File: config.mk
export PLATFORM = sky130hd
export DESIGN_NAME = adc_sequencer
export DESIGN_NICKNAME = d
export VERILOG_FILES = /design/src/adc_seq_pkg.sv /design/src/adc_sequencer.sv
export SDC_FILE = /design/constraint.sdc
export NUM_CORES = 2
export LEC_CHECK = 0
export BUFFER_PORTS_ARGS = -buffer_cell sky130_fd_sc_hd__buf_2
export CAP_MARGIN = 10
export CORE_MARGIN = 1.5
export CORE_UTILIZATION = 29
export CTS_BUF_LIST = sky130_fd_sc_hd__clkbuf_8
export DETAILED_ROUTE_END_ITERATION = 6
export PLACE_DENSITY = 0.5
export SYNTH_ARGS = -nofsm -noshare
export SYNTH_HDL_FRONTEND = slang
export SYNTH_SLANG_ARGS = --single-unit
File: constraint.sdc
create_clock -name sys_clk -period 6.4 [get_ports sys_clk]
set_clock_uncertainty 0.05 [all_clocks]
set_input_delay 0.64 -clock sys_clk [delete_from_list [all_inputs] [get_ports sys_clk]]
set_output_delay 0.64 -clock sys_clk [all_outputs]
set_load 0.03 [all_outputs]
File: src/adc_seq_pkg.sv
package adc_seq_pkg;

    // ****************************************
    // sizes
    // ****************************************
    localparam int NUM_SEQ = 4;
    localparam int RESULT_W = 10;

    // ****************************************
    // register byte offsets
    // ****************************************
    localparam logic [11:0] OFF_ACTIVE = 12'h000;
    localparam logic [11:0] OFF_RAW_IRQ = 12'h004;
    localparam logic [11:0] OFF_IRQ_MASK = 12'h008;
    localparam logic [11:0] OFF_MASKED_IRQ = 12'h00c;
    localparam logic [11:0] OFF_OVERFLOW = 12'h010;
    localparam logic [11:0] OFF_TRIGGER_SEL = 12'h014;
    localparam logic [11:0] OFF_UNDERFLOW = 12'h018;
    localparam logic [11:0] OFF_PRIORITY = 12'h020;
    localparam logic [11:0] OFF_SW_INIT = 12'h028;
    localparam logic [11:0] OFF_AVERAGING = 12'h030;
    localparam logic [11:0] OFF_SEQ_BASE = 12'h040;
    localparam logic [11:0] OFF_SEQ_END = 12'h0c0;
    localparam int SEQ_IDX_LSB = 5;
    localparam logic [4:0] SEQ_INPUT = 5'h00;
    localparam logic [4:0] SEQ_CONTROL = 5'h04;
    localparam logic [4:0] SEQ_FIFO = 5'h08;
    localparam logic [4:0] SEQ_STATUS = 5'h0c;

    // ****************************************
    // fields and reset values
    // ****************************************
    localparam logic [15:0] PRIORITY_RESET = 16'h3210;
    localparam logic [15:0] PRIORITY_MASK = 16'h3333;
    localparam int CTL_DIFF = 0;
    localparam int CTL_END = 1;
    localparam int CTL_IE = 2;
    localparam int CTL_TEMP = 3;
    localparam int FST_TAIL_LSB = 0;
    localparam int FST_HEAD_LSB = 4;
    localparam int FST_EMPTY = 8;
    localparam int FST_FULL = 12;
    localparam logic [2:0] AVG_MAX_SHIFT = 3'h6;

    // ****************************************
    // trigger source codes
    // ****************************************
    localparam logic [3:0] TRIG_SOFTWARE = 4'h0;
    localparam logic [3:0] TRIG_COMP0 = 4'h1;
    localparam logic [3:0] TRIG_COMP1 = 4'h2;
    localparam logic [3:0] TRIG_COMP2 = 4'h3;
    localparam logic [3:0] TRIG_GPIO = 4'h4;
    localparam logic [3:0] TRIG_TIMER = 4'h5;
    localparam logic [3:0] TRIG_ALWAYS = 4'hf;

    // ****************************************
    // conversion pacing
    // ****************************************
    localparam int SYS_CLK_HZ = 10_000_000;
    localparam int ADC_CLK_HZ = 16_667_000;
    localparam int TICK_DIV_INT = (SYS_CLK_HZ > ADC_CLK_HZ) ? SYS_CLK_HZ / ADC_CLK_HZ : 1;
    localparam logic [7:0] TICK_DIV = 8'(TICK_DIV_INT);

    // ****************************************
    // types
    // ****************************************
    typedef enum logic [1:0] {ST_IDLE, ST_ISSUE, ST_WAIT} seq_state_t;

    typedef struct packed {
        logic start;
        logic [2:0] input_sel;
        logic diff;
        logic temp;
    } conv_req_t;

    typedef struct packed {
        logic done;
        logic [9:0] code;
    } conv_rsp_t;

    typedef struct packed {
        logic [2:0] comp;
        logic gpio;
        logic timer;
    } trig_in_t;

    typedef struct packed {
        seq_state_t fsm;
        logic [1:0] cur;
        logic [2:0] step;
        logic [6:0] avg_cnt;
        logic [15:0] acc;
        logic [7:0] tick_cnt;
        conv_req_t conv;
        logic apb_ack;
        logic [31:0] rd_data;
        logic rd_empty;
        logic [3:0] active, raw, mask, ovf, unf, pending;
        logic [15:0] trig_sel, prio;
        logic [2:0] avg;
        logic [3:0][31:0] in_sel;
        logic [3:0][31:0] ctl;
        logic [3:0][7:0][9:0] mem;
        logic [3:0][2:0] head, tail;
        logic [3:0][3:0] count;
    } state_t;

    // fifo depth and longest sequence of each sequencer
    function automatic logic [3:0] seq_depth(input logic [1:0] idx);
        case (idx)
            2'h0: seq_depth = 4'h8;
            2'h3: seq_depth = 4'h1;
            default: seq_depth = 4'h4;
        endcase
    endfunction

endpackage

File: src/adc_sequencer.sv
// How it works
// - four sequencers, fifo depths eight, four, four, one
// - fifo word is 32 bits, result low ten
// - each step has input and control nibbles
// - runs only when enabled; config always writable
// - same input may repeat within a sequence
// - raw interrupt after any step with enable
// - sequence ends after first step with end
// - fifo is circular; read pops oldest entry
// - status shows head, tail, full and empty
// - overflow and underflow recorded per sequencer
// - conversion pacing derived from clock, targets 16.667 MHz
// - interrupt forwarded only when mask bit set
// - raw status and masked status registers
// - writing one to masked status clears
// - simultaneous triggers served by priority, 0 first
// - trigger source chosen per sequencer
// - software initiate starts software-triggered sequencers
// - always trigger retriggers and may starve others
// - averager averages up to 64 conversions
// - averager off after reset, one shared
// - single-ended codes pass through 0x000 to 0x3ff
// - differential pair k uses inputs 2k, 2k+1
// - differential zero code 0x1ff passes unchanged
// - priority resets to 0x3210
//
// Decided for this implementation: the placing of the registers and register access over APB.
module adc_sequencer
    import adc_seq_pkg::*;
(
    input wire logic sys_clk,
    input wire logic arst_n,
    input wire logic psel,
    input wire logic penable,
    input wire logic pwrite,
    input wire logic [11:0] paddr,
    input wire logic [31:0] pwdata,
    output logic [31:0] prdata,
    output logic pready,
    output logic pslverr,
    input wire trig_in_t trig,
    output conv_req_t conv_req,
    input wire conv_rsp_t conv_rsp,
    output logic [3:0] irq
);

    // ****************************************
    // helper functions
    // ****************************************

    // pick the requester with the smallest priority value
    function automatic logic [1:0] pick_seq(input logic [3:0] req, input logic [15:0] prio);
        logic [1:0] best;
        logic [2:0] best_p;
        best = 2'h0;
        best_p = 3'h4;
        for (int i = 0; i < NUM_SEQ; i++) begin
            if (req[i] && ({1'b0, prio[4*i +: 2]} < best_p)) begin
                best = 2'(i);
                best_p = {1'b0, prio[4*i +: 2]};
            end
        end
        return best;
    endfunction

    // does the selected source fire this cycle
    function automatic logic trig_hit(input logic [3:0] sel, input trig_in_t t);
        case (sel)
            TRIG_COMP0: trig_hit = t.comp[0];
            TRIG_COMP1: trig_hit = t.comp[1];
            TRIG_COMP2: trig_hit = t.comp[2];
            TRIG_GPIO: trig_hit = t.gpio;
            TRIG_TIMER: trig_hit = t.timer;
            TRIG_ALWAYS: trig_hit = 1'b1;
            default: trig_hit = 1'b0;
        endcase
    endfunction

    // one nibble of a step register
    function automatic logic [3:0] step_nibble(input logic [31:0] r, input logic [2:0] step);
        return r[4*step +: 4];
    endfunction

    // no requester holds a smaller priority value than the granted one
    function automatic logic grant_ok(input logic [3:0] req, input logic [15:0] prio,
        input logic [1:0] g);
        logic ok;
        ok = req[g];
        for (int i = 0; i < NUM_SEQ; i++) begin
            if (req[i] && (prio[4*i +: 2] < prio[4*g +: 2])) begin
                ok = 1'b0;
            end
        end
        return ok;
    endfunction

    // ****************************************
    // state and decode
    // ****************************************
    state_t s, n;
    logic tick;
    logic access;
    logic done;
    logic is_seq;
    logic [1:0] sidx;
    logic [4:0] ssub;
    logic [11:0] seq_off;
    logic mapped;
    logic [3:0] push_v;
    logic [3:0] pop_v;
    logic [3:0] raw_set;
    logic [3:0] ovf_set;
    logic [3:0] unf_set;
    logic [3:0] sw_req;
    logic [3:0] hits;
    logic [9:0] push_code;
    logic [3:0] cur_ctl;
    logic step_out;
    logic [15:0] sum;
    logic [6:0] avg_n;
    logic [3:0] cur_in;
    logic [3:0] do_push;

    // address decode of the sequencer blocks
    always_comb begin
        seq_off = paddr - OFF_SEQ_BASE;
        is_seq = (paddr >= OFF_SEQ_BASE) && (paddr < OFF_SEQ_END);
        sidx = seq_off[SEQ_IDX_LSB +: 2];
        ssub = seq_off[4:0];
        case (paddr)
            OFF_ACTIVE, OFF_RAW_IRQ, OFF_IRQ_MASK, OFF_MASKED_IRQ, OFF_OVERFLOW,
            OFF_TRIGGER_SEL, OFF_UNDERFLOW, OFF_PRIORITY, OFF_SW_INIT, OFF_AVERAGING: begin
                mapped = 1'b1;
            end
            default: begin
                mapped = is_seq && (ssub == SEQ_INPUT || ssub == SEQ_CONTROL ||
                    ssub == SEQ_FIFO || ssub == SEQ_STATUS);
            end
        endcase
    end

    // ****************************************
    // next state
    // ****************************************
    always_comb begin
        n = s;
        n.conv.start = 1'b0;
        push_v = '0;
        pop_v = '0;
        raw_set = '0;
        ovf_set = '0;
        unf_set = '0;
        sw_req = '0;
        hits = '0;
        do_push = '0;
        step_out = 1'b0;
        cur_ctl = step_nibble(s.ctl[s.cur], s.step);
        cur_in = step_nibble(s.in_sel[s.cur], s.step);
        sum = s.acc + {6'h00, conv_rsp.code};
        avg_n = 7'h01 << s.avg;
        push_code = 10'(sum >> s.avg);

        // conversion pacing enable
        tick = (s.tick_cnt >= TICK_DIV - 8'h01);
        n.tick_cnt = tick ? 8'h00 : s.tick_cnt + 8'h01;

        // apb: capture in first access cycle, complete in second
        access = psel && penable;
        done = access && s.apb_ack;
        n.apb_ack = access && !s.apb_ack;
        if (access && !s.apb_ack && !pwrite) begin
            n.rd_data = '0;
            n.rd_empty = 1'b0;
            case (paddr)
                OFF_ACTIVE: n.rd_data[3:0] = s.active;
                OFF_RAW_IRQ: n.rd_data[3:0] = s.raw;
                OFF_IRQ_MASK: n.rd_data[3:0] = s.mask;
                OFF_MASKED_IRQ: n.rd_data[3:0] = s.raw & s.mask;
                OFF_OVERFLOW: n.rd_data[3:0] = s.ovf;
                OFF_TRIGGER_SEL: n.rd_data[15:0] = s.trig_sel;
                OFF_UNDERFLOW: n.rd_data[3:0] = s.unf;
                OFF_PRIORITY: n.rd_data[15:0] = s.prio;
                OFF_AVERAGING: n.rd_data[2:0] = s.avg;
                default: begin
                    if (is_seq) begin
                        case (ssub)
                            SEQ_INPUT: n.rd_data = s.in_sel[sidx];
                            SEQ_CONTROL: n.rd_data = s.ctl[sidx];
                            SEQ_FIFO: begin
                                n.rd_empty = (s.count[sidx] == 4'h0);
                                if (s.count[sidx] != 4'h0) begin
                                    n.rd_data[9:0] = s.mem[sidx][s.head[sidx]];
                                end
                            end
                            SEQ_STATUS: begin
                                n.rd_data[FST_TAIL_LSB +: 3] = s.tail[sidx];
                                n.rd_data[FST_HEAD_LSB +: 3] = s.head[sidx];
                                n.rd_data[FST_EMPTY] = (s.count[sidx] == 4'h0);
                                n.rd_data[FST_FULL] = (s.count[sidx] == seq_depth(sidx));
                            end
                            default: n.rd_data = '0;
                        endcase
                    end
                end
            endcase
        end

        // register writes and read side effects at completion
        if (done && pwrite) begin
            case (paddr)
                OFF_ACTIVE: n.active = pwdata[3:0];
                OFF_IRQ_MASK: n.mask = pwdata[3:0];
                OFF_MASKED_IRQ: n.raw = s.raw & ~pwdata[3:0];
                OFF_OVERFLOW: n.ovf = s.ovf & ~pwdata[3:0];
                OFF_TRIGGER_SEL: n.trig_sel = pwdata[15:0];
                OFF_UNDERFLOW: n.unf = s.unf & ~pwdata[3:0];
                OFF_PRIORITY: n.prio = pwdata[15:0] & PRIORITY_MASK;
                OFF_AVERAGING: begin
                    n.avg = (pwdata[2:0] > AVG_MAX_SHIFT) ? AVG_MAX_SHIFT : pwdata[2:0];
                end
                OFF_SW_INIT: begin
                    for (int i = 0; i < NUM_SEQ; i++) begin
                        sw_req[i] = pwdata[i] && (s.trig_sel[4*i +: 4] == TRIG_SOFTWARE);
                    end
                end
                default: begin
                    if (is_seq && ssub == SEQ_INPUT) begin
                        n.in_sel[sidx] = pwdata;
                    end
                    if (is_seq && ssub == SEQ_CONTROL) begin
                        n.ctl[sidx] = pwdata;
                    end
                end
            endcase
        end
        if (done && !pwrite && is_seq && ssub == SEQ_FIFO) begin
            pop_v[sidx] = !s.rd_empty;
            unf_set[sidx] = s.rd_empty;
        end

        // sequencer: one conversion in flight at a time
        case (s.fsm)
            ST_IDLE: begin
                if (|(s.active & s.pending)) begin
                    n.cur = pick_seq(s.active & s.pending, s.prio);
                    n.pending[n.cur] = 1'b0;
                    n.step = 3'h0;
                    n.avg_cnt = '0;
                    n.acc = '0;
                    n.fsm = ST_ISSUE;
                end
            end
            ST_ISSUE: begin
                if (!s.active[s.cur]) begin
                    n.fsm = ST_IDLE;
                end else if (tick) begin
                    n.conv.start = 1'b1;
                    n.conv.diff = cur_ctl[CTL_DIFF];
                    n.conv.temp = cur_ctl[CTL_TEMP];
                    if (cur_ctl[CTL_DIFF]) begin
                        n.conv.input_sel = {cur_in[1:0], 1'b0};
                    end else begin
                        n.conv.input_sel = cur_in[2:0];
                    end
                    n.fsm = ST_WAIT;
                end
            end
            ST_WAIT: begin
                if (conv_rsp.done) begin
                    if (s.avg_cnt + 7'h01 >= avg_n) begin
                        step_out = 1'b1;
                        push_v[s.cur] = 1'b1;
                        raw_set[s.cur] = cur_ctl[CTL_IE];
                        n.avg_cnt = '0;
                        n.acc = '0;
                        if (cur_ctl[CTL_END] || ({1'b0, s.step} == seq_depth(s.cur) - 4'h1)) begin
                            n.fsm = ST_IDLE;
                        end else begin
                            n.step = s.step + 3'h1;
                            n.fsm = ST_ISSUE;
                        end
                    end else begin
                        n.avg_cnt = s.avg_cnt + 7'h01;
                        n.acc = sum;
                        n.fsm = ST_ISSUE;
                    end
                end
            end
            default: n.fsm = ST_IDLE;
        endcase

        // circular fifos, overflow drops the new word
        for (int i = 0; i < NUM_SEQ; i++) begin
            do_push[i] = push_v[i] && (s.count[i] != seq_depth(2'(i)));
            ovf_set[i] = push_v[i] && !do_push[i];
            if (do_push[i]) begin
                n.mem[i][s.tail[i]] = push_code;
                n.tail[i] = (4'(s.tail[i]) == seq_depth(2'(i)) - 4'h1) ? 3'h0 : s.tail[i] + 3'h1;
            end
            if (pop_v[i]) begin
                n.head[i] = (4'(s.head[i]) == seq_depth(2'(i)) - 4'h1) ? 3'h0 : s.head[i] + 3'h1;
            end
            n.count[i] = s.count[i] + 4'(do_push[i]) - 4'(pop_v[i]);
            hits[i] = trig_hit(s.trig_sel[4*i +: 4], trig);
        end

        // events last so that a set beats a same-cycle clear
        n.raw = n.raw | raw_set;
        n.ovf = n.ovf | ovf_set;
        n.unf = n.unf | unf_set;
        n.pending = n.pending | hits | sw_req;
    end

    // state register
    always_ff @(posedge sys_clk or negedge arst_n) begin
        if (!arst_n) begin
            s <= '0;
            s.prio <= PRIORITY_RESET;
        end else begin
            s <= n;
        end
    end

    // ****************************************
    // outputs
    // ****************************************
    assign prdata = s.rd_data;
    assign pready = done;
    assign pslverr = done && !mapped;
    assign conv_req = s.conv;
    assign irq = s.raw & s.mask;
endmodule

* Yosys cells after proc, flatten, opt, wreduce, memory -nomap -nowiden
Index checks and enable logic that the tools add are counted.
** Storage, ports and cells
- Bits in registers :: 745
- Input port bits :: 65
- Output and inout port bits :: 44
- Logic and storage cells :: 422
** Cells by class
- $add $sub $neg :: 30
- Magnitude comparators :: 23
- Equal/unequal tests :: 59
- Shift operators :: 4
- Muxes and demuxes :: 138
- Bitwise operators :: 17
- Reduce and logical (&&, ||, !) cells :: 77
** Operators by type and width (count)
- $bwmux 80 :: 4
- $bmux 32 s2 :: 4
- $bwmux 128 :: 2
- $bmux 80 s2 :: 1
- $mux 32 :: 5
- $mux 4 :: 32
- $demux 10 s3 :: 4
- $mux 80 :: 1
- $mux 3 :: 23
- $demux 32 s2 :: 1
- $mux 10 :: 6
- $pmux 26 s2 :: 1
- $pmux 19 s2 :: 1
- $and 4x4->4 :: 9
- $eq 12x5->1 const B :: 3
- $eq 12x6->1 const B :: 3
- $eq 3x4->1 :: 9
- $pmux 12 s3 :: 1
- $sub 4x1->4 const B :: 9
- $logic_and 1x1->1 :: 35
- $mux 33 :: 1
- $eq 4x2->1 const B :: 8
- $eq 4x3->1 const B :: 8
- $mux 16 :: 2
- 75 further kinds :: 175

* Depth between registers and ports, before layout
- Depth in word-level cells :: 29
- Depth in mapped cells :: 21
- Mapped depth without buffers :: 21

* Worst setup path before layout
OpenSTA, ideal clock, no wires.
- Kind :: flip-flop to flip-flop
- Start :: register s[616] in the netlist's numbering
- End :: register s[14] in the netlist's numbering
- Setup time :: 123 ps
- Data arrival time :: 3916 ps
- Required time :: 6227 ps
- Slack :: 2312 ps
- Stages on the path, launching flop included :: 18
- Path buffers :: 4
- Cell sequence :: dfrtp_1 > clkbuf_1 > buf_1 > clkbuf_1 > nor3_1 > ha_1 > nand2b_1 > a211o_1 > o2111ai_1 > a211oi_1 > clkbuf_1 > nand3_1 > ha_1 > inv_1 > ha_1 > inv_1 > fa_1 > xnor2_1
** RTL lines
- from (decl) :: RTL line adc_sequencer.sv:100 : state_t s, n;
- from (signal assigned) :: RTL line adc_sequencer.sv:320 : s <= n;

==> out/qor.csv <==
stage;metric;value;unit
global_route;grtUsageTotal;0.197;
timing;slew_viol_final;0;
clocking;ctsResizeCount;0;
drt;first_pass_iters;6;
die;fp.dieW;372;um
synth;synth_xor_area_frac;0.00578;
worst_hold_path;hp-class;in2reg;
synth;synth_simple_gate_area_share;0.111;
pwr;vdd_ir_drop_max;0.186;mV
die;core;135000;sq um
worst_setup_path;worstSetupPathType;reg2reg;
timing;maxSlewHeadroom;0.245;
worst_hold_path;hold_depth;3;
timing;hold_viol_final;0;
final_layout;finish.utilization;0.327;
timing;fin_crit;4.64;ns
synth;ys_warn_count;0;
worst_setup_path;startpoint_type;flip-flop;
worst_setup_path;r2r-start;s[671];
pwr;power_density;220;nW/um^2
timing;hold_ws;0.0685;ns
pwr;p_leak;20.1;nW
die;dieArea;138000;sq um
synth;synth_mux_area_frac;0.246;
synth;synth-compound-area-share;0.105;
global_route;grt_pass1_wl;203;mm
global_route;antenna_found_initial;14;
drt;drtIter0Drc;2425;
die;die_height;372;um
timing;fmax;0.215;GHz
synth;synth_cells;3532;
worst_setup_path;reg2reg_depth;20;
die;ios;109;
drt;routed_via_density;5.48;
worst_hold_path;holdCritStartpoint;psel;
final_layout;final_nets;3696;
placed_design;io_buffers;108;
synth;synth_top_family_by_area;multiplexers;
clocking;cts_setup_buffers;0;
global_route;grt_pass1_vias;29500;
synth;synth-main-ff-cell;dfrtp_1;
timing;final-setup-viol-count;0;
synth;synth.avg_cell_area;11.2;sq um
timing;post-route-period-util;0.726;
worst_setup_path;crit_arrival;5.30;ns
pwr;combPwrFrac;0.062;
synth;ys_seq_elements;737;
worst_setup_path;cp-end-kind;flip-flop;
clocking;cts_buffer_depth;3;
placed_design;gp_congestion;0.861;
timing;grt_setup_unrepaired;false;
worst_setup_path;worst_r2r_endpoint;s[651];
clocking;cts-buffers-inserted;130;
clocking;clk_latency;0.86;ns
timing;tns;0;ns
synth;async_flop_share;1.00;
run_status;status;complete, no violations;
final_layout;final_common_cell;dfrtp_1;
clocking;clock-sinks;737;
pwr;sequentialPowerShare;0.486;
worst_setup_path;reg2reg_slack;1.76;ns
clocking;htree_levels;4;
flow_run;maxCapViolCount;0;
pwr;p_int;0.00715;W
synth;synth_adder_area_share;0.0212;
die;rows;135;
global_route;grt_max_degree;161;
drt;drc_errors;0;
drt;vias;29800;
synth;synth.yosys.seq_area_share;0.468;
global_route;gr-total-overflow;0;
worst_setup_path;worstPathMaxFanout;8;
final_layout;syn_to_final_growth;12.2;%
synth;synth_fp_nets;3660;
final_layout;drive_gt1_frac;0.256;
synth;syn_area;39400;sq um
placed_design;dp_hpwl;92.4;mm
final_layout;mostFrequentLayoutCells;730 x dfrtp_1, 351 x mux2_2, 350 x nand2_1;
clocking;cts_tree;done;
pwr;switchingPower;0.00257;W
drt;wl;136;mm
worst_hold_path;hold-path-endpoint;s[708];
worst_setup_path;worstPathRequired;7.06;ns
clocking;clk_pin_slew;0.06;ns
clocking;root_buffer;clkbuf_8;
timing;worst_pin_slew;1.13;ns
die;initial_core_util;0.292;
synth;synth.distinct_cells;73;
pwr;switching_share;0.264;
drt;wl_per_cell;25.0;um
clocking;postCtsHoldBufs;3;
drt;ant_nets;0;
synth;synth_edf_count;0;
pwr;power.share.clock;0.452;
worst max-delay path: stages (launching register included):
cell and delay (ns):
dfrtp_1 0.47, and2_1 0.24, nand2_1 0.07, ha_1 0.29, a21oi_1 0.07, o211ai_1 0.35
nor2_1 0.07, a31oi_1 0.24, ha_1 0.30, nand2_1 0.06, a21oi_1 0.04, or3_1 0.37
nand2_1 0.09, o21ai_0 0.08, ha_1 0.27, nor2_1 0.05, or3_1 0.33, o211ai_1 0.31
o311a_1 0.30, nand2_1 0.10, a221o_1 0.37
layout make-up:
class	count	area (sq um)
fill	13800	90900
tap	1781	2230
sequential	737	18500
multi-input combinational	2418	19500
inverter	99	372
clock inverter	60	332
antenna	9	22.5
timing repair buffer	182	1180
clock buffer	158	2170
per-layer routing:
| metal | part of all wire | track usage | up-vias | wire length (um) |
|---|---|---|---|---|
| li1 | - | - | 13100 | - |
| met2 | 0.45 | 0.299 | 1097 | 60700 |
| met3 | 0.075 | 0.0444 | 205 | 10200 |
| met1 | 0.46 | 0.278 | 15400 | 61900 |
| met4 | 0.024 | 0.0595 | 8 | 3290 |
| met5 | 0.00038 | 0 | - | 52 |
state kept, by name, summed over array words and instances, names as in the netlist:
signal,flops
conv_req,6
prdata,32
s,699
power by group through the flow:
stage          clock (W)  sequential, W  combinational, W
2_1_floorplan          0        0.00478          0.000314
3_3_place_gp           0        0.00481          0.000606
3_5_place_dp           0        0.00481          0.000606
4_1_cts          0.00450        0.00473          0.000609
5_1_grt          0.00470        0.00473          0.000655
6_report         0.00439        0.00473          0.000602
synth_stat cells, types with 8 or more instances:
cell type / n / area [sq um]
xnor2_1: 14 / 123
dfrtp_1: 733 / 18300
clkbuf_1: 143 / 537
o31ai_1: 57 / 428
o2111ai_1: 8 / 70.1
o211ai_1: 19 / 143
a211oi_1: 17 / 128
buf_4: 42 / 315
a32oi_1: 36 / 315
mux2_2: 351 / 3950
nand3_1: 89 / 445
nor2b_1: 13 / 81.3
o21ai_0: 130 / 651
nor3_1: 77 / 385
nand2b_1: 15 / 93.8
o22ai_1: 10 / 62.6
a21o_1: 14 / 105
a221oi_1: 13 / 114
a21oi_1: 161 / 806
ha_1: 58 / 726
o21ai_1: 32 / 160
or2_2: 18 / 113
a22o_1: 11 / 96.3
nor2_1: 268 / 1010
inv_1: 97 / 364
or3_1: 25 / 156
mux4_2: 178 / 4010
a22oi_1: 24 / 180
buf_2: 36 / 180
buf_1: 50 / 188
nand4_1: 55 / 344
and2_1: 21 / 131
and3_1: 16 / 100
mux2i_1: 173 / 1730
xor2_1: 12 / 105
o21a_1: 9 / 67.6
nand2_1: 358 / 1340
a31oi_1: 53 / 332
per-stage QoR:
stage	cell area (sq um)	setup WS [ns]	power (W)	std cells
after floorplan	39400	2.31	0.00510	3532
after global placement	41700	1.77	0.00542	5214
after detailed placement	41700	1.73	0.00542	5214
after CTS	44200	1.70	0.00984	5435
after global routing	44200	1.25	0.0101	5439
final	44200	1.76	0.00972	5444
cells by family (layout without fill, tap and decap cells):
logic type                 after synthesis  in the layout
and+or+nand+nor                        980            980
buffers and inverters                  377            499
AOI/OAI and AO/OA                      646            646
xor gates and xnor gates                26             26
other                                    0              9
DFF                                    737            737
adders and majority gates               64             64
muxes                                  702            702
worst max path at each step:
| stage | from | endpoint | slack (ns) |
|---|---|---|---|
| after floorplan | s[616] | s[14] | 2.31 |
| after detailed placement | s[618] | s[14] | 1.73 |
| final | s[671] | s[651] | 1.76 |
| after CTS | s[618] | s[14] | 1.70 |
| after global routing | s[616] | s[2] | 1.25 |
| after global placement | s[671] | s[651] | 1.77 |
No activity file was read; power rests on OpenSTA's default activity.
